File: src/logic/cspc_regs.vh
// Constants for the configuration-status pin control block
`ifndef CSPC_REGS_VH
`define CSPC_REGS_VH
// Clock period in ns
`define CSPC_CLK_NS          8
// Master-mode extra wait window, microseconds
`define CSPC_WAIT_MIN_US     30
`define CSPC_WAIT_MAX_US     300
// Extra wait in cycles: least time rounded up (30 us at 8 ns)
`define CSPC_WAIT_CYCLES     ((`CSPC_WAIT_MIN_US * 1000 + `CSPC_CLK_NS - 1) \
                              / `CSPC_CLK_NS)
// Power stabilisation and memory clear time in cycles
`define CSPC_CLEAR_CYCLES    16'h0100
// Width of the wait counter
`define CSPC_CNT_W           16
// Scan-chain lengths: three bits per io_cell
`define CSPC_IO_CELLS        8
`define CSPC_BITS_PER_CELL   3
`define CSPC_IR_W            3
// Instruction codes, local to this block
`define CSPC_IR_BYPASS       3'h7
`define CSPC_IR_EXTEST       3'h0
`define CSPC_IR_CONFIG       3'h5
`endif

File: src/logic/cspc_pin_control.v
// Configuration-status pins, init handshake and scan-port handoff
// Functional notes
// - High busy output high until I/O active
// - Low busy output low until I/O active
// - After configuration both become user I/O
// - Init line pulled low during memory clear
// - Init held low externally blocks configuration start
// - Master mode waits extra 30 to 300 us
// - Init driven low on configuration data error
// - Init becomes user I/O once I/O active
// - No retention macro disables scan after configuration
// - Test inputs come straight from pads
// - TAP controller, instruction register, three bits/cell
// - Configuration data may load via scan port
`timescale 1ns/1ps
`include "cspc_regs.vh"
module cspc_pin_control (
    // Clock and reset
    input  wire                       sys_clk,
    input  wire                       reset,
    // Configuration core status
    input  wire                       masterMode,
    input  wire                       cfgDone,
    input  wire                       cfgError,
    input  wire                       scan_retention_macro,
    // Init handshake, open drain (oe low drives)
    input  wire                       initIn,
    output reg                        initOut,
    output reg                        initOe_n,
    // config_busy_high_out pin
    output reg                        config_busy_high_out,
    output reg                        busyHighOe_n,
    // config_busy_low_out pin
    output reg                        config_busy_low_out,
    output reg                        busyLowOe_n,
    // User logic drives for the released pins
    input  wire                       userHighOut,
    input  wire                       userHighOe_n,
    input  wire                       userLowOut,
    input  wire                       userLowOe_n,
    input  wire                       userInitOut,
    input  wire                       userInitOe_n,
    // Test pads, taken straight from the pad
    input  wire                       testClk,
    input  wire                       testMode,
    input  wire                       testDataIn,
    input  wire [`CSPC_IO_CELLS-1:0]  cellIn,
    // Test outputs and status
    output reg                        testDataOut,
    output reg                        scanActive,
    output reg                        padTestClk,
    output reg                        padTestMode,
    output reg                        padTestData,
    output reg                        cfgStart,
    output reg                        ioActive,
    output reg                        scanCfgSelect,
    output reg                        scanCfgBit,
    output reg                        scanCfgValid
);
    // One-hot phases of the power-up sequence
    localparam CLEAR  = 5'b00001;
    localparam WAITI  = 5'b00010;
    localparam EXTRA  = 5'b00100;
    localparam CONFIG = 5'b01000;
    localparam ACTIVE = 5'b10000;
    // Extra-wait target; the 32-bit count is cut to the timer width
    localparam [31:0] WAIT_INT = `CSPC_WAIT_CYCLES;
    localparam [`CSPC_CNT_W-1:0] WAIT_CNT = WAIT_INT[`CSPC_CNT_W-1:0];

    // Sequencer state and its timer
    reg [4:0]              phase;      // Current phase
    reg [4:0]              next_phase; // Next phase
    reg [`CSPC_CNT_W-1:0]  count;      // Clear and wait timer
    reg                    tckLast;    // Previous test clock level
    reg                    scanOn;     // Boundary scan enabled
    // Results from the scan controller
    wire                   tdoTap;     // Serial out of the TAP
    wire                   selTap;     // Scan configuration selected
    wire                   bitTap;     // Scan configuration bit
    wire                   vldTap;     // Scan configuration strobe

    // Sequencer next-phase decode
    always @* begin
        case (phase)
            // memory clear lasts a fixed count
            CLEAR:  next_phase = (count == `CSPC_CLEAR_CYCLES) ? WAITI : CLEAR;
            // wait while any party holds init low
            WAITI:  next_phase = !initIn ? WAITI :
                                 (masterMode ? EXTRA : CONFIG);
            // extra master-mode wait, 30 us at this clock
            // init pulled low again restarts the wait
            EXTRA:  next_phase = !initIn ? WAITI :
                                 ((count == WAIT_CNT) ? CONFIG : EXTRA);
            // Stay until the core reports the load complete
            CONFIG: next_phase = cfgDone ? ACTIVE : CONFIG;
            // Only a reset leaves the released state
            ACTIVE: next_phase = ACTIVE;
            // Stray codes fall back to a fresh memory clear
            default: next_phase = CLEAR;
        endcase
    end

    // Sequencer state and timer; timer restarts on every phase change
    always @(posedge sys_clk) begin
        if (reset) begin
            phase <= CLEAR;
            count <= 16'h0000;
        end else begin
            phase <= next_phase;
            // Each new phase times itself from zero
            if (next_phase != phase)
                count <= 16'h0000;
            // Only the timed phases advance the counter
            else if (phase == CLEAR || phase == EXTRA)
                count <= count + 16'h0001;
        end
    end

    // Trade-off: one cycle of lag on each pin buys glitch-free status
    // Pin drives; all outputs registered so status pins never glitch
    always @(posedge sys_clk) begin
        if (reset) begin
            config_busy_high_out <= 1'b1;
            busyHighOe_n         <= 1'b0;
            config_busy_low_out  <= 1'b0;
            busyLowOe_n          <= 1'b0;
            initOut              <= 1'b0;
            initOe_n             <= 1'b0;
            cfgStart             <= 1'b0;
            ioActive             <= 1'b0;
            scanOn               <= 1'b1;
            scanActive           <= 1'b1;
        end else begin
            // One-cycle pulse on entry to configuration
            cfgStart <= (phase != CONFIG) && (next_phase == CONFIG);
            // Level that follows the release to user logic
            ioActive <= (next_phase == ACTIVE);
            if (next_phase == ACTIVE) begin
                // both busy pins handed to user logic
                config_busy_high_out <= userHighOut;
                busyHighOe_n         <= userHighOe_n;
                config_busy_low_out  <= userLowOut;
                busyLowOe_n          <= userLowOe_n;
                initOut              <= userInitOut;
                initOe_n             <= userInitOe_n;
            end else begin
                config_busy_high_out <= 1'b1;
                busyHighOe_n         <= 1'b0;
                config_busy_low_out  <= 1'b0;
                busyLowOe_n          <= 1'b0;
                initOut              <= 1'b0;
                // pull init low in clear or on error
                if (next_phase == CLEAR)
                    initOe_n <= 1'b0;
                else if (phase == CONFIG && cfgError)
                    initOe_n <= 1'b0;
                // An error report stands until release
                else if (phase == CONFIG)
                    initOe_n <= initOe_n;
                // Released to the pull-up while waiting
                else
                    initOe_n <= 1'b1;
            end
            // Macro choice latched once, on entry to release
            // scan stays on only with retention macro
            if (next_phase == ACTIVE && phase != ACTIVE)
                scanOn <= scan_retention_macro;
            scanActive <= (next_phase == ACTIVE && phase != ACTIVE) ?
                          scan_retention_macro : scanOn;
        end
    end

    // test pads feed internal logic directly at any time
    always @(posedge sys_clk) begin
        if (reset) begin
            tckLast     <= 1'b0;
            padTestClk  <= 1'b0;
            padTestMode <= 1'b1;
            padTestData <= 1'b0;
        end else begin
            // Sampled every cycle, whatever the scan state
            tckLast     <= testClk;
            padTestClk  <= testClk;
            padTestMode <= testMode;
            padTestData <= testDataIn;
        end
    end

    // scan logic, disabled on release to user unless scan_retention_macro is set
    cspc_tap uTap (
        .sys_clk     (sys_clk),
        .reset       (reset),
        .tckRise     (testClk & ~tckLast),
        .tms         (testMode),
        .tdi         (testDataIn),
        .scanEnable  (scanOn),
        .cellIn      (cellIn),
        .tdo         (tdoTap),
        .cfgSelect   (selTap),
        .cfgBit      (bitTap),
        .cfgBitValid (vldTap)
    );

    // Register TAP results so every output leaves a flip-flop
    always @(posedge sys_clk) begin
        if (reset) begin
            testDataOut   <= 1'b0;
            scanCfgSelect <= 1'b0;
            scanCfgBit    <= 1'b0;
            scanCfgValid  <= 1'b0;
        end else begin
            // One flop of delay on every scan result
            testDataOut   <= tdoTap;
            scanCfgSelect <= selTap;
            scanCfgBit    <= bitTap;
            // scan data only accepted before I/O go active
            scanCfgValid  <= vldTap & (phase != ACTIVE);
        end
    end
endmodule // cspc_pin_control

File: src/logic/cspc_tap.v
// Boundary-scan test access port controller with instruction decode
`timescale 1ns/1ps
`include "cspc_regs.vh"
module cspc_tap (
    // Clock and reset
    input  wire                        sys_clk,
    input  wire                        reset,
    // Pad-level test signals, sampled on sys_clk
    input  wire                        tckRise,
    input  wire                        tms,
    input  wire                        tdi,
    input  wire                        scanEnable,
    // Cell captures
    input  wire [`CSPC_IO_CELLS-1:0]   cellIn,
    // Outputs
    output reg                         tdo,
    output reg                         cfgSelect,
    output reg                         cfgBit,
    output reg                         cfgBitValid
);
    // One-hot TAP states (all 16 states, full walk)
    localparam RESET = 16'h0001, IDLE = 16'h0002, SELDR = 16'h0004,
               CAPDR = 16'h0008, SHDR = 16'h0010, EX1DR = 16'h0020,
               PSDR  = 16'h0040, EX2DR = 16'h0080, UPDR  = 16'h0100,
               SELIR = 16'h0200, CAPIR = 16'h0400, SHIR  = 16'h0800,
               EX1IR = 16'h1000, PSIR  = 16'h2000, EX2IR = 16'h4000,
               UPIR  = 16'h8000;
    localparam BSR_W = `CSPC_IO_CELLS * `CSPC_BITS_PER_CELL;
    reg [15:0]               state;      // Current TAP state
    reg [15:0]               next_state; // Next TAP state
    reg [`CSPC_IR_W-1:0]     irShift;    // Instruction shift stage
    reg [`CSPC_IR_W-1:0]     irHold;     // Active instruction
    reg [BSR_W-1:0]          bsr;        // Three bits per io_cell
    reg                      bypass;     // Single bypass bit
    wire [BSR_W-1:0]         bsrCap;     // Capture image

    // three bits per cell: in captured from cellIn, out and 3-state keep their shifted values
    genvar g;
    generate
        for (g = 0; g < `CSPC_IO_CELLS; g = g + 1) begin : gCell
            assign bsrCap[3*g]   = cellIn[g];
            assign bsrCap[3*g+1] = bsr[3*g+1];
            assign bsrCap[3*g+2] = bsr[3*g+2];
        end
    endgenerate

    // Next-state logic of the TAP controller
    always @* begin
        case (state)
            RESET:   next_state = tms ? RESET : IDLE;
            IDLE:    next_state = tms ? SELDR : IDLE;
            SELDR:   next_state = tms ? SELIR : CAPDR;
            CAPDR:   next_state = tms ? EX1DR : SHDR;
            SHDR:    next_state = tms ? EX1DR : SHDR;
            EX1DR:   next_state = tms ? UPDR  : PSDR;
            PSDR:    next_state = tms ? EX2DR : PSDR;
            EX2DR:   next_state = tms ? UPDR  : SHDR;
            UPDR:    next_state = tms ? SELDR : IDLE;
            SELIR:   next_state = tms ? RESET : CAPIR;
            CAPIR:   next_state = tms ? EX1IR : SHIR;
            SHIR:    next_state = tms ? EX1IR : SHIR;
            EX1IR:   next_state = tms ? UPIR  : PSIR;
            PSIR:    next_state = tms ? EX2IR : PSIR;
            EX2IR:   next_state = tms ? UPIR  : SHIR;
            UPIR:    next_state = tms ? SELDR : IDLE;
            default: next_state = RESET;
        endcase
    end

    // TAP controller and registers, stepped on test clock edges
    always @(posedge sys_clk) begin
        if (reset || !scanEnable) begin
            // Scan disabled holds the controller in reset
            state       <= RESET;
            irShift     <= {`CSPC_IR_W{1'b0}};
            irHold      <= `CSPC_IR_BYPASS;
            bsr         <= {BSR_W{1'b0}};
            bypass      <= 1'b0;
            tdo         <= 1'b0;
            cfgSelect   <= 1'b0;
            cfgBit      <= 1'b0;
            cfgBitValid <= 1'b0;
        end else begin
            cfgBitValid <= 1'b0;
            if (tckRise) begin
                state <= next_state;
                // Capture and shift per the active instruction
                if (state == CAPIR)
                    irShift <= {{(`CSPC_IR_W-1){1'b0}}, 1'b1};
                else if (state == SHIR)
                    irShift <= {tdi, irShift[`CSPC_IR_W-1:1]};
                if (state == UPIR)
                    irHold <= irShift;
                if (state == CAPDR && irHold == `CSPC_IR_EXTEST)
                    bsr <= bsrCap;
                else if (state == SHDR && irHold == `CSPC_IR_EXTEST)
                    bsr <= {tdi, bsr[BSR_W-1:1]};
                if (state == SHDR)
                    bypass <= tdi;
                // configuration data streamed in through scan
                if (state == SHDR && irHold == `CSPC_IR_CONFIG) begin
                    cfgBit      <= tdi;
                    cfgBitValid <= 1'b1;
                end
                // Serial output follows the selected register
                if (state == SHIR)
                    tdo <= irShift[0];
                else if (irHold == `CSPC_IR_EXTEST)
                    tdo <= bsr[0];
                else
                    tdo <= bypass;
            end
            cfgSelect <= (irHold == `CSPC_IR_CONFIG);
        end
    end
endmodule // cspc_tap

File: config.mk
export PLATFORM = sky130hd
export DESIGN_NAME = cspc_pin_control
export DESIGN_NICKNAME = d
export VERILOG_FILES = /design/src/logic/cspc_pin_control.v /design/src/logic/cspc_tap.v
export VERILOG_INCLUDE_DIRS = /design/src /design/src/logic
export SDC_FILE = /design/constraint.sdc
export NUM_CORES = 1
export LEC_CHECK = 0
export BUFFER_PORTS_ARGS = -buffer_cell sky130_fd_sc_hd__buf_2
export CORE_ASPECT_RATIO = 1.1
export CORE_MARGIN = 2
export CORE_UTILIZATION = 63
export DETAILED_ROUTE_END_ITERATION = 7
export HOLD_SLACK_MARGIN = 0.02
export PLACE_DENSITY_LB_ADDON = 0.12
export SYNTH_ARGS = -nofsm -noshare
export SYNTH_HDL_FRONTEND = slang
export SYNTH_SLANG_ARGS = --single-unit
File: constraint.sdc
create_clock -name sys_clk -period 4.4 [get_ports sys_clk]
set_input_delay 0.66 -clock sys_clk [delete_from_list [all_inputs] [get_ports sys_clk]]
set_output_delay 0.66 -clock sys_clk [all_outputs]
set_load 0.05 [all_outputs]
==> summary.md, run 1 <==
| Metric | Value |
|---|---|
| Status | `finished clean` |
| Post-CTS Setup Inserts | `0` |
| TritonCTS Buffers | `9` |
| R2R setup slack | `1.82 ns` |
| Max layer used | `met4` |
| Post-synth top flop | `dfxtp_1` |
| Final Net Count | `~540` |
| Multi-input combinational cell area | `about 2100 sq um` |
| Pleak | `about 1.6 nW` |
| H-tree levels | `3` |
| Sequential share of power | `0.550` |
| Setup Viol. Count Final | `0` |
| Worst hold path endpoint | `scanCfgSelect$_SDFF_PP0_` |
| Warnings from Yosys | `0` |
| Hold WC Path Type | `flip-flop to flip-flop` |
| Top post-synthesis cells by area | `dfxtp_1 (43%), nand2_1 (6.2%), a21oi_1 (4.3%)` |
| Drt first pass iters | `5` |
| Hold_ws | `~0.45 ns` |
| Area Overhead vs Synth | `10.4%` |
| Seq/Total Area, Yosys | `0.435` |
| Finished Core Util | `0.722` |
| Clock transition at path regs | `roughly 0.090 ns` |
| Net Sw Frac | `0.243` |
| Library cells used by synthesis | `between 50 and 60` |
| Hold wc startpoint | `uTap.cfgSelect$_SDFF_PP0_` |
| Slew Viols, Final | `0` |
| Top achievable clock speed | `388 MHz` |
| CTS root buffer | `clkbuf_8` |
| EDFF count, synth | `0` |
| Worst-case clock skew | `0.0111 ns` |
| Largest net degree at the start of global routing | `47` |
| GPL Wtd Cong | `between 0.9 and 1` |
| Hold Fails Final Rpt | `0` |
| FF+latch count, synth | `between 80 and 90` |
| # resized after CTS | `0` |
| Worst hold stages | `1` |
| Tightest Pin Transition | `0.984 ns` |
| Register area | `between 1500 and 2000 sq um` |
| Routed wl met3 | `between 300 and 400 microns` |
| Post-synth top area share | `0.435` |
| Met2 routed WL | `4280 microns` |
| R2R Path Start | `uTap.state[4]$_SDFFE_PP0P_` |
| Power Internal | `between 1 and 1.5 mW` |
| Crit path from | `uTap.state[4]$_SDFFE_PP0P_` |
| Maximum capacitance violations | `0` |
| Initial antenna violation count | `0` |
| Initial core utilization | `0.654` |
| Chip width | `approximately 80 microns` |
| Avg Cell Area, Syn | `8.42 sq um` |
| DR vias/cell | `between 5 and 6` |
| Port Buf Inserts | `39` |
| Post-CTS Hold Buffers | `0` |
| CTS Sinks | `88` |
| Metal-1 WL | `~3800 microns` |
| Setup WS post-layout | `~1.8 ns` |
| CP max FO | `10` |
| RSZ-0062 raised after global routing | `false` |
| Design area | `4470 sq um` |
| Reg2Reg Depth | `5` |
| Syn nets | `around 510` |
| Core area | `about 6200 sq um` |
| Vias | `3460` |
| Switching Power | `between 300 and 400 uW` |
| Setup TNS | `0 ns` |
| Residual DRC count | `0` |
| ANT nets after route | `0` |
| Die ar. | `between 7000 and 8000 sq um` |
| Worst-Skew Late Latency | `0.36 ns` |
| Layout cells sized above 1 | `0.165` |
| DP Worst Slack | `about 1.8 ns` |
| Minimum clock period | `~2.6 ns` |
| Filler cells | `between 400 and 500` |
| R2r endpoint | `uTap.irHold[0]$_SDFFE_PP1P_` |
| Grt ovf | `0` |
| Vias in the first global route | `between 3000 and 4000` |
| CP Launch Type | `flip-flop` |
| HPWL after detailed placement | `between 5000 and 6000 microns` |
| Req. time, crit path | `approximately 4.6 ns` |
| Post-Synthesis Cells | `around 480` |
| Overall die height | `around 88 microns` |
| Final antenna diode count | `0` |
| Gr usage total | `0.263` |
| Crit end category | `flip-flop` |
| Combinational power share | `0.052` |
| Clock power frac | `0.399` |
| Post-Place Cell Area | `roughly 4300 sq um` |
| Row Count | `30` |
| Worst Path Arrival | `approximately 2.8 ns` |
| Clock buffer depth | `2` |
| Slew Limit Headroom | `0.338` |
| Global-route wire length before repair | `around 15000 microns` |
| Period utilization | `0.586` |
| PwrDens | `328 nW/um^2` |
| Mean routed wirelength per cell | `between 10 and 15 microns` |
| Top cell type by total area after synthesis | `dfxtp_1` |
| DRT iter0 DRCs | `around 160` |
| CP Class | `flip-flop to flip-flop` |
| I/O pins | `40` |
| Post-synthesis cell area | `approximately 4000 sq um` |
| CTS tree | `done` |
| Maximum vdd ir drop | `~240 uV` |
| Ys async rst share | `0` |
| Final WL | `roughly 8600 microns` |
-- worst max path at each step --
stage / end / slack (ns) / cells past startpoint
final: uTap.irHold[0]$_SDFFE_PP1P_ / 1.82 / 5
after global routing: uTap.irHold[0]$_SDFFE_PP1P_ / 1.54 / 5
after CTS: uTap.irHold[0]$_SDFFE_PP1P_ / 1.79 / 5
after detailed placement: uTap.irHold[0]$_SDFFE_PP1P_ / 1.79 / 5
after global placement: uTap.irHold[1]$_SDFFE_PP1P_ / 1.82 / 5
after floorplan: count[10]$_SDFFE_PP0P_ / 2.18 / 5
-- placed cells by master (no fill, tap or decap), drive strengths merged, types with 11 or more instances in the layout --
| cell | instances |
|---|---|
| nand2 | 67 |
| a21oi | 35 |
| nand3 | 17 |
| xnor2 | 15 |
| buf | 43 |
| nor2b | 11 |
| o21ai | 17 |
| nor3 | 35 |
| nor4 | 13 |
| dfxtp | 88 |
| a22oi | 13 |
| nor2 | 43 |
-- power by group through the flow --
stage               registers, mW  logic [mW]  clock network, mW
floorplan                   0.829      0.0434                  0
CTS                         0.807      0.0755              0.599
detailed placement          0.826      0.0751                  0
finish                      0.807      0.0757              0.586
global placement            0.825      0.0741                  0
global route                0.808      0.0838              0.638
-- layer usage --
metal	up-vias	track usage
met2	82	0.437
met3	11	0.0619
li1	1747	-
met1	1620	0.339
met4	0	0.0817
met5	-	0
-- critical path: stages (launching register included) --
cell,delay (ns)
dfxtp_1,0.42
nor4_1,0.62
nand3_1,0.20
nor4_1,0.84
mux2i_1,0.30
nand2_1,0.08
-- synth_stat cells (3+ instances only) --
master    count
a211oi_1      9
a21oi_1      35
a22oi_1      13
and2_1        7
and3_1        4
clkbuf_1     20
dfxtp_1      88
ha_1          3
inv_1         7
mux2i_1       9
nand2_1      67
nand2b_1      6
nand3_1      16
nand4_1       6
nor2_1       42
nor2b_1      11
nor3_1       24
nor3_2       10
nor3b_1       4
nor4_1       11
nor4b_1       4
o21ai_0      17
or2_2         5
or3_1         5
or4_4         3
xnor2_1      15
xor2_1        9
-- layout make-up --
class	instances	area share
Clock buffer	10	0.0308
Clock inverter	6	0.0162
Inverter	7	0.00588
Multi-Input combinational cell	360	0.480
Sequential cell	88	0.394
Tap cell	80	0.0224
Timing Repair Buffer	43	0.0504
-- metrics by stage --
step,power [mW],std cells
6_report,1.47,594
5_1_grt,1.53,594
4_1_cts,1.48,594
3_5_place_dp,0.901,578
3_3_place_gp,0.899,578
2_1_floorplan,0.873,481
-- flip-flops by register name, summed over array words and instances, names as in the netlist, 3 cells and up --
register      flops
uTap.state       16
uTap.bsr         24
uTap.irShift      3
phase             5
count            16
uTap.irHold       3
-- logic make-up (layout without fill, tap and decap cells) --
kind of cell | Yosys count | count (layout) | synth area share
fa+ha+maj | 3 | 3 | 0.00927
xor+xnor | 24 | 24 | 0.0519
buf+inv | 33 | 66 | 0.0349
flops | 88 | 88 | 0.435
simple gates | 238 | 238 | 0.316
compound gates | 86 | 86 | 0.131
mux | 9 | 9 | 0.0222
Note: power is estimated with default switching activity, not from simulation.
==> run 2: changes to the inputs <==
- CORE_UTILIZATION: 63 -> 59
- clock period: 4.4 -> 2.7 ns (I/O delays scaled with it)
==> run 2 against run 1 <==
Worst hold slack worse by 0.21 ns. Sequential power increased by 64%. Register-to-register slack got worse by 1.4 ns. Combinational power up 66%. Flip-flop and latch count unchanged. Global-route usage is 2.3 points lower. Clock-buffer cell count unchanged. Design area rose by 0.84%. Utilization shrank 4.2 points. Routed wire length up 2.2%. Die area increased by 6.5%. Maximum frequency rose by 11%. Largest cell class unchanged.
==> summary.md, run 2 (synthesized netlist as in run 1, its figures left out) <==
| Metric | Value |
|---|---|
| Row Count | `31 (+3.3%)` |
| Slew Limit Headroom | `0.500 (+0.162)` |
| GR peak layer | `met2` |
| Switching Power | `583 uW (+64%)` |
| Port Buf Inserts | `39 (unchanged)` |
| Routing usage on met1 | `0.289 (-0.0502)` |
| M2 GR Usage | `0.412 (-0.0252)` |
| Req. time, crit path | `2.96 ns (-1.67 ns)` |
| Commonest cells after routing, fill and taps aside | `dfxtp_1 (88), nand2_1 (67), nor2_1 (42), buf_2 (39), a21oi_1 (35)` |
| Hold_ws | `0.245 ns (-0.206 ns)` |
| Minimum clock period | `2.32 ns (-0.254 ns)` |
| Mean routed wirelength per cell | `14.6 microns (+0.54%)` |
| Gr usage total | `0.240 (-0.0226)` |
| Layout cells sized above 1 | `0.176 (+0.0109)` |
| Hold Fails Final Rpt | `0 (unchanged)` |
| CP Launch Type | `flip-flop` |
| CP max FO | `16 (+6)` |
| Core area | `6630 sq um (+7.1%)` |
| Largest net degree at the start of global routing | `47 (unchanged)` |
| Clock power frac | `0.368 (-0.031)` |
| Filler cells | `571 (+17%)` |
| Tightest Pin Transition | `0.743 ns (-0.241 ns)` |
| Final WL | `8830 microns (+2.2%)` |
| Power Internal | `1.70 mW (+53%)` |
| Clock buffer depth | `2 (unchanged)` |
| Multi-input combinational cell area | `2150 sq um (unchanged)` |
| Setup Viol. Count Final | `0 (unchanged)` |
| Area Overhead vs Synth | `11.3%` |
| DRT iter0 DRCs | `140 (-11%)` |
| Combinational power share | `0.055 (+0.003)` |
| HPWL after detailed placement | `6240 microns (+4.2%)` |
| Largest register by flop count | `uTap.bsr` |
| Met3 usage | `0.0448 (-0.0171)` |
| Grt ovf | `0 (unchanged)` |
| Period utilization | `0.860 (+0.275)` |
| Worst-case clock skew | `0.0104 ns (-0.000749 ns)` |
| Initial core utilization | `0.611 (-0.0433)` |
| GPL Wtd Cong | `0.919 (-0.15%)` |
| H-tree levels | `3 (unchanged)` |
| Commonest non-fill, non-tap cell in the layout | `dfxtp_1` |
| CTS tree | `done` |
| Register area | `1760 sq um (unchanged)` |
| Final Net Count | `544 (+1.5%)` |
| Post-CTS Hold Buffers | `0 (unchanged)` |
| PwrDens | `506 nW/um^2 (+54%)` |
| Global-route wire length before repair | `15100 microns (+3.2%)` |
| Worst-Skew Late Latency | `0.35 ns (about the same)` |
| Top achievable clock speed | `431 MHz (+11%)` |
| Vias | `3556 (+2.8%)` |
| Pleak | `1.61 nW (+1.5%)` |
| Net Sw Frac | `0.256 (+0.0132)` |
| Drt first pass iters | `4 (-1)` |
| Biggest regs | `uTap.bsr (24), count (16), uTap.state (16)` |
| CP Class | `flip-flop to flip-flop` |
| Initial antenna violation count | `0 (unchanged)` |
| Maximum vdd ir drop | `430 uV (+81%)` |
| Chip width | `83.0 microns (+3.2%)` |
| Die ar. | `7550 sq um (+6.5%)` |
| Slew Viols, Final | `0 (unchanged)` |
| Maximum capacitance violations | `0 (unchanged)` |
| Post-CTS Setup Inserts | `0 (unchanged)` |
| Overall die height | `90.9 microns (+3.2%)` |
| CTS Sinks | `88 (unchanged)` |
| Finished Core Util | `0.680 (-0.0421)` |
| # resized after CTS | `0 (unchanged)` |
| Residual DRC count | `0 (unchanged)` |
| Worst Path Arrival | `2.59 ns (-0.22 ns)` |
| Clock transition at path regs | `0.10 ns (about the same)` |
| Final antenna diode count | `0 (unchanged)` |
| Hold WC Path Type | `primary input to flip-flop` |
| Vias in the first global route | `3441 (+8.5%)` |
| ANT nets after route | `0 (unchanged)` |
| Sequential share of power | `0.577 (+0.027)` |
| TritonCTS Buffers | `9 (unchanged)` |
| Largest register FFs | `24 (unchanged)` |
| I/O pins | `40 (unchanged)` |
| Status | `finished clean` |
| DR vias/cell | `5.89 (+1.1%)` |
| Crit end category | `flip-flop` |
| CTS root buffer | `clkbuf_8` |
| Setup TNS | `0 ns (unchanged)` |
| RSZ-0062 raised after global routing | `false` |
## run 2: cell count changes in the layout (fill, tap and decap cells not counted)
| cell | before | now |
|---|---|---|
| buf_4 | 4 | 12 |
| bufinv_16 | 1 | 0 |
| clkbuf_1 | 0 | 1 |
| clkbuf_8 | 10 | 9 |
| clkinv_4 | 1 | 3 |
| clkinv_8 | 0 | 1 |
| clkinvlp_4 | 1 | 2 |
| inv_6 | 3 | 0 |
## run 2: layer usage
metal	up-vias	wire length (microns)
met5	-	0
met3	14	445
li1	1764	-
met1	1675	3890
met4	0	161
met2	103	4340
## run 2: cell type report
type                       count  share of cell area
timing repair buffer          51              0.0633
inverter                       7             0.00583
sequential                    88               0.391
multi-input combinational    360               0.476
tap                           82              0.0228
clock buffer                  10              0.0283
clock inverter                 6              0.0128
## run 2: through the flow
stage,cell area [sq um],cells,setup WS [ns],total power [mW]
final,4510,604,0.377,2.28
after global routing,4510,604,0.0900,2.37
after CTS,4510,604,0.366,2.30
after global placement,4320,588,0.484,1.47
after detailed placement,4320,588,0.393,1.47
after floorplan,4050,481,0.478,1.42
## run 2: power groups by stage
stage / Clock, mW / Combinational [mW] / Sequential, mW
after detailed placement: 0 / 0.125 / 1.35
after global routing: 0.913 / 0.139 / 1.32
after CTS: 0.859 / 0.125 / 1.32
after floorplan: 0 / 0.0707 / 1.35
after global placement: 0 / 0.122 / 1.35
final: 0.838 / 0.126 / 1.32
## run 2: final timing paths
path / from / endpoint / slack (ns) / cells after the start
worst min-delay path: userHighOut / config_busy_high_out$_SDFF_PP1_ / 0.24 / 2
worst min register to register: uTap.cfgBitValid$_SDFF_PP0_ / scanCfgValid$_SDFF_PP0_ / 0.44 / 1
worst max register to register: uTap.state[12]$_SDFFE_PP0P_ / uTap.bsr[0]$_SDFFE_PP0P_ / 0.38 / 6
worst max-delay path: uTap.state[12]$_SDFFE_PP0P_ / uTap.bsr[0]$_SDFFE_PP0P_ / 0.38 / 6
## run 2: worst max-delay path, cell delays in order (launching register included)
cell      delay [ns]
dfxtp_1         0.40
nor3_1          0.39
nand3_2         0.28
or4_4           0.58
nor2_4          0.29
nor2_1          0.09
a211oi_1        0.21
==> run 3: changes to the inputs <==
- GPL_ROUTABILITY_DRIVEN: not set -> 0
- SLEW_MARGIN: not set -> 5
- clock period: 2.7 -> 2.4 ns (I/O delays scaled with it)
==> run 3 against run 2 <==
Clock-buffer cell count decreased by 1. Cell count increased by 1.2%. Register-to-register slack got worse by 0.25 ns. Die area unchanged. Largest power group unchanged. Largest cell class unchanged. Sequential power increased by 12%. Power increased by 16%. Via count decreased by 1.5%. Setup slack got worse by 0.25 ns. Maximum frequency increased by 2.4%.
==> summary.md, run 3 (synthesized netlist as in run 1, its figures left out) <==
| Metric | Value |
|---|---|
| Status | `finished clean` |
| Req. time, crit path | `2.68 ns (-0.28 ns)` |
| Minimum clock period | `2.27 ns (-0.0540 ns)` |
| Slew Limit Headroom | `0.581 (+0.0816)` |
| Hold_ws | `0.165 ns (-0.0804 ns)` |
| Filler cells | `547 (-4.2%)` |
| DRT iter0 DRCs | `207 (+48%)` |
| Initial antenna violation count | `0 (unchanged)` |
| Core area | `6630 sq um (unchanged)` |
| Crit-path cells | `or4_4 > or4_4 > a21o_1 > a22o_4 > nor3_1` |
| Tightest Pin Transition | `0.626 ns (-0.117 ns)` |
| Register area | `1760 sq um (unchanged)` |
| Most used cell, CP | `or4_4` |
| RSZ-0062 raised after global routing | `false` |
| I/O pins | `40 (unchanged)` |
| Final Net Count | `552 (+1.5%)` |
| Post-Place Cell Area | `4410 sq um (+2.0%)` |
| Vias | `3503 (-1.5%)` |
| Pleak | `1.66 nW (+3.5%)` |
| Commonest cells after routing, fill and taps aside | `dfxtp_1 (88), nand2_1 (67), nor2_1 (42), buf_2 (39), a21oi_1 (35)` |
| Period utilization | `0.945 (+0.0850)` |
| R2R Path Start | `count[6]$_SDFFE_PP0P_` |
| Maximum vdd ir drop | `434 uV (+0.87%)` |
| H-tree levels | `3 (unchanged)` |
| Post-Layout Cell Count | `611 (+1.2%)` |
| Top achievable clock speed | `441 MHz (+2.4%)` |
| Setup crit end | `count[15]$_SDFFE_PP0P_` |
| DR vias/cell | `5.73 (-2.6%)` |
| Maximum capacitance violations | `0 (unchanged)` |
| Worst Path Arrival | `2.55 ns (-0.04 ns)` |
| PwrDens | `575 nW/um^2 (+14%)` |
| ANT nets after route | `0 (unchanged)` |
| Global-route wire length before repair | `15000 microns (-0.77%)` |
| Worst-case clock skew | `0.0155 ns (+0.00512 ns)` |
| Initial core utilization | `0.611 (unchanged)` |
| R2r endpoint | `count[15]$_SDFFE_PP0P_` |
| HPWL after detailed placement | `6310 microns (+1.1%)` |
| CP Class | `flip-flop to flip-flop` |
| Biggest regs | `uTap.bsr (24), count (16), uTap.state (16)` |
| Setup Viol. Count Final | `0 (unchanged)` |
| Crit-path leading delay family | `simple AND/OR/NAND/NOR gates` |
| Residual DRC count | `0 (unchanged)` |
| Gr usage total | `0.242 (+0.00183)` |
| Hold Fails Final Rpt | `0 (unchanged)` |
| Largest net degree at the start of global routing | `47 (unchanged)` |
| Final WL | `8830 microns (about the same)` |
| Reg2Reg Depth | `5 (-1)` |
| Die ar. | `7550 sq um (unchanged)` |
| Cells after DPL | `596 (+1.4%)` |
| Design area | `4610 sq um (+2.2%)` |
| CTS tree | `done` |
| CP Launch Type | `flip-flop` |
| Port Buf Inserts | `39 (unchanged)` |
| Row Count | `31 (unchanged)` |
| CTS Sinks | `88 (unchanged)` |
| Clock transition at path regs | `0.09 ns (about the same)` |
| R2R setup slack | `0.13 ns (-0.25 ns)` |
| Hold WC Path Type | `primary input to flip-flop` |
| Mean routed wirelength per cell | `14.5 microns (-1.1%)` |
| Final antenna diode count | `0 (unchanged)` |
| Vias in the first global route | `3248 (-5.6%)` |
| Post-CTS Hold Buffers | `0 (unchanged)` |
| Layout cells sized above 1 | `0.191 (+0.0147)` |
| Multi-input combinational cell area | `2150 sq um (+0.29%)` |
| WP buf/inv | `0 (unchanged)` |
| CP max-delay cell | `or4_4` |
| Chip width | `83.0 microns (unchanged)` |
| Worst-Skew Late Latency | `0.36 ns (about the same)` |
| Clock buffer depth | `2 (unchanged)` |
| Commonest non-fill, non-tap cell in the layout | `dfxtp_1` |
| Area Overhead vs Synth | `13.7%` |
| Crit end category | `flip-flop` |
| Setup TNS | `0 ns (unchanged)` |
| Largest register by flop count | `uTap.bsr` |
| CP max FO | `16 (unchanged)` |
| Largest register FFs | `24 (unchanged)` |
| CTS root buffer | `clkbuf_8` |
| Grt ovf | `0 (unchanged)` |
| Cell depth of the worst setup path | `5 (-1)` |
| Drt first pass iters | `5 (+1)` |
| Crit path largest cell delay | `0.57 ns (about the same)` |
| Slew Viols, Final | `0 (unchanged)` |
| Crit path from | `count[6]$_SDFFE_PP0P_` |
| TritonCTS Buffers | `9 (unchanged)` |
| Overall die height | `90.9 microns (unchanged)` |
==> run 3: worst min-delay path by stage <==
stage / to / cells after the start / slack, ns / start
2_1_floorplan: scanCfgValid$_SDFF_PP0_ / 1 / 0.41 / uTap.cfgBitValid$_SDFF_PP0_
3_3_place_gp: scanCfgSelect$_SDFF_PP0_ / 1 / 0.42 / uTap.cfgSelect$_SDFF_PP0_
3_5_place_dp: uTap.bsr[10]$_SDFFE_PP0P_ / 2 / 0.44 / uTap.bsr[11]$_SDFFE_PP0P_
4_1_cts: config_busy_high_out$_SDFF_PP1_ / 2 / 0.16 / userHighOut
5_1_grt: config_busy_high_out$_SDFF_PP1_ / 2 / 0.17 / userHighOut
6_report: config_busy_high_out$_SDFF_PP1_ / 2 / 0.16 / userHighOut
==> run 3: metal layers <==
| layer | vias up | share of wire | GRT usage |
|---|---|---|---|
| met1 | 1640 | 0.44 | 0.304 |
| met5 | - | 0 | 0 |
| li1 | 1776 | - | - |
| met2 | 76 | 0.50 | 0.408 |
| met3 | 11 | 0.043 | 0.0494 |
| met4 | 0 | 0.016 | 0.0929 |
==> run 3: per-stage QoR <==
stage	utilization	power [mW]	setup slack, ns
3_5_place_dp	0.665	1.66	0.164
4_1_cts	0.694	2.67	0.144
3_3_place_gp	0.665	1.66	0.199
5_1_grt	0.695	2.75	0.0249
2_1_floorplan	-	1.60	0.178
6_report	0.695	2.65	0.131
==> run 3: power by group <==
part / internal [mW] / leakage (nW) / switching (mW)
clock: 0.481 / 0.0921 / 0.542
combinational: 0.0541 / 0.861 / 0.0913
sequential: 1.47 / 0.710 / 0.0115
total: 2.00 / 1.66 / 0.645
==> run 3: what timing repair did <==
item / CTS / global route
resized for setup: 0 / 1
endpoints found under the hold margin: 0 / 0
buffers inserted: 0 / 0
setup endpoints to repair: 0 / 4
==> run 3: final cells by class <==
class	instances	share of cell area
multi-input combinational	360	0.468
inverter	7	0.00570
sequential	88	0.382
clock buffer	9	0.0269
clock inverter	6	0.0147
timing repair buffer	59	0.0804
tap	82	0.0223
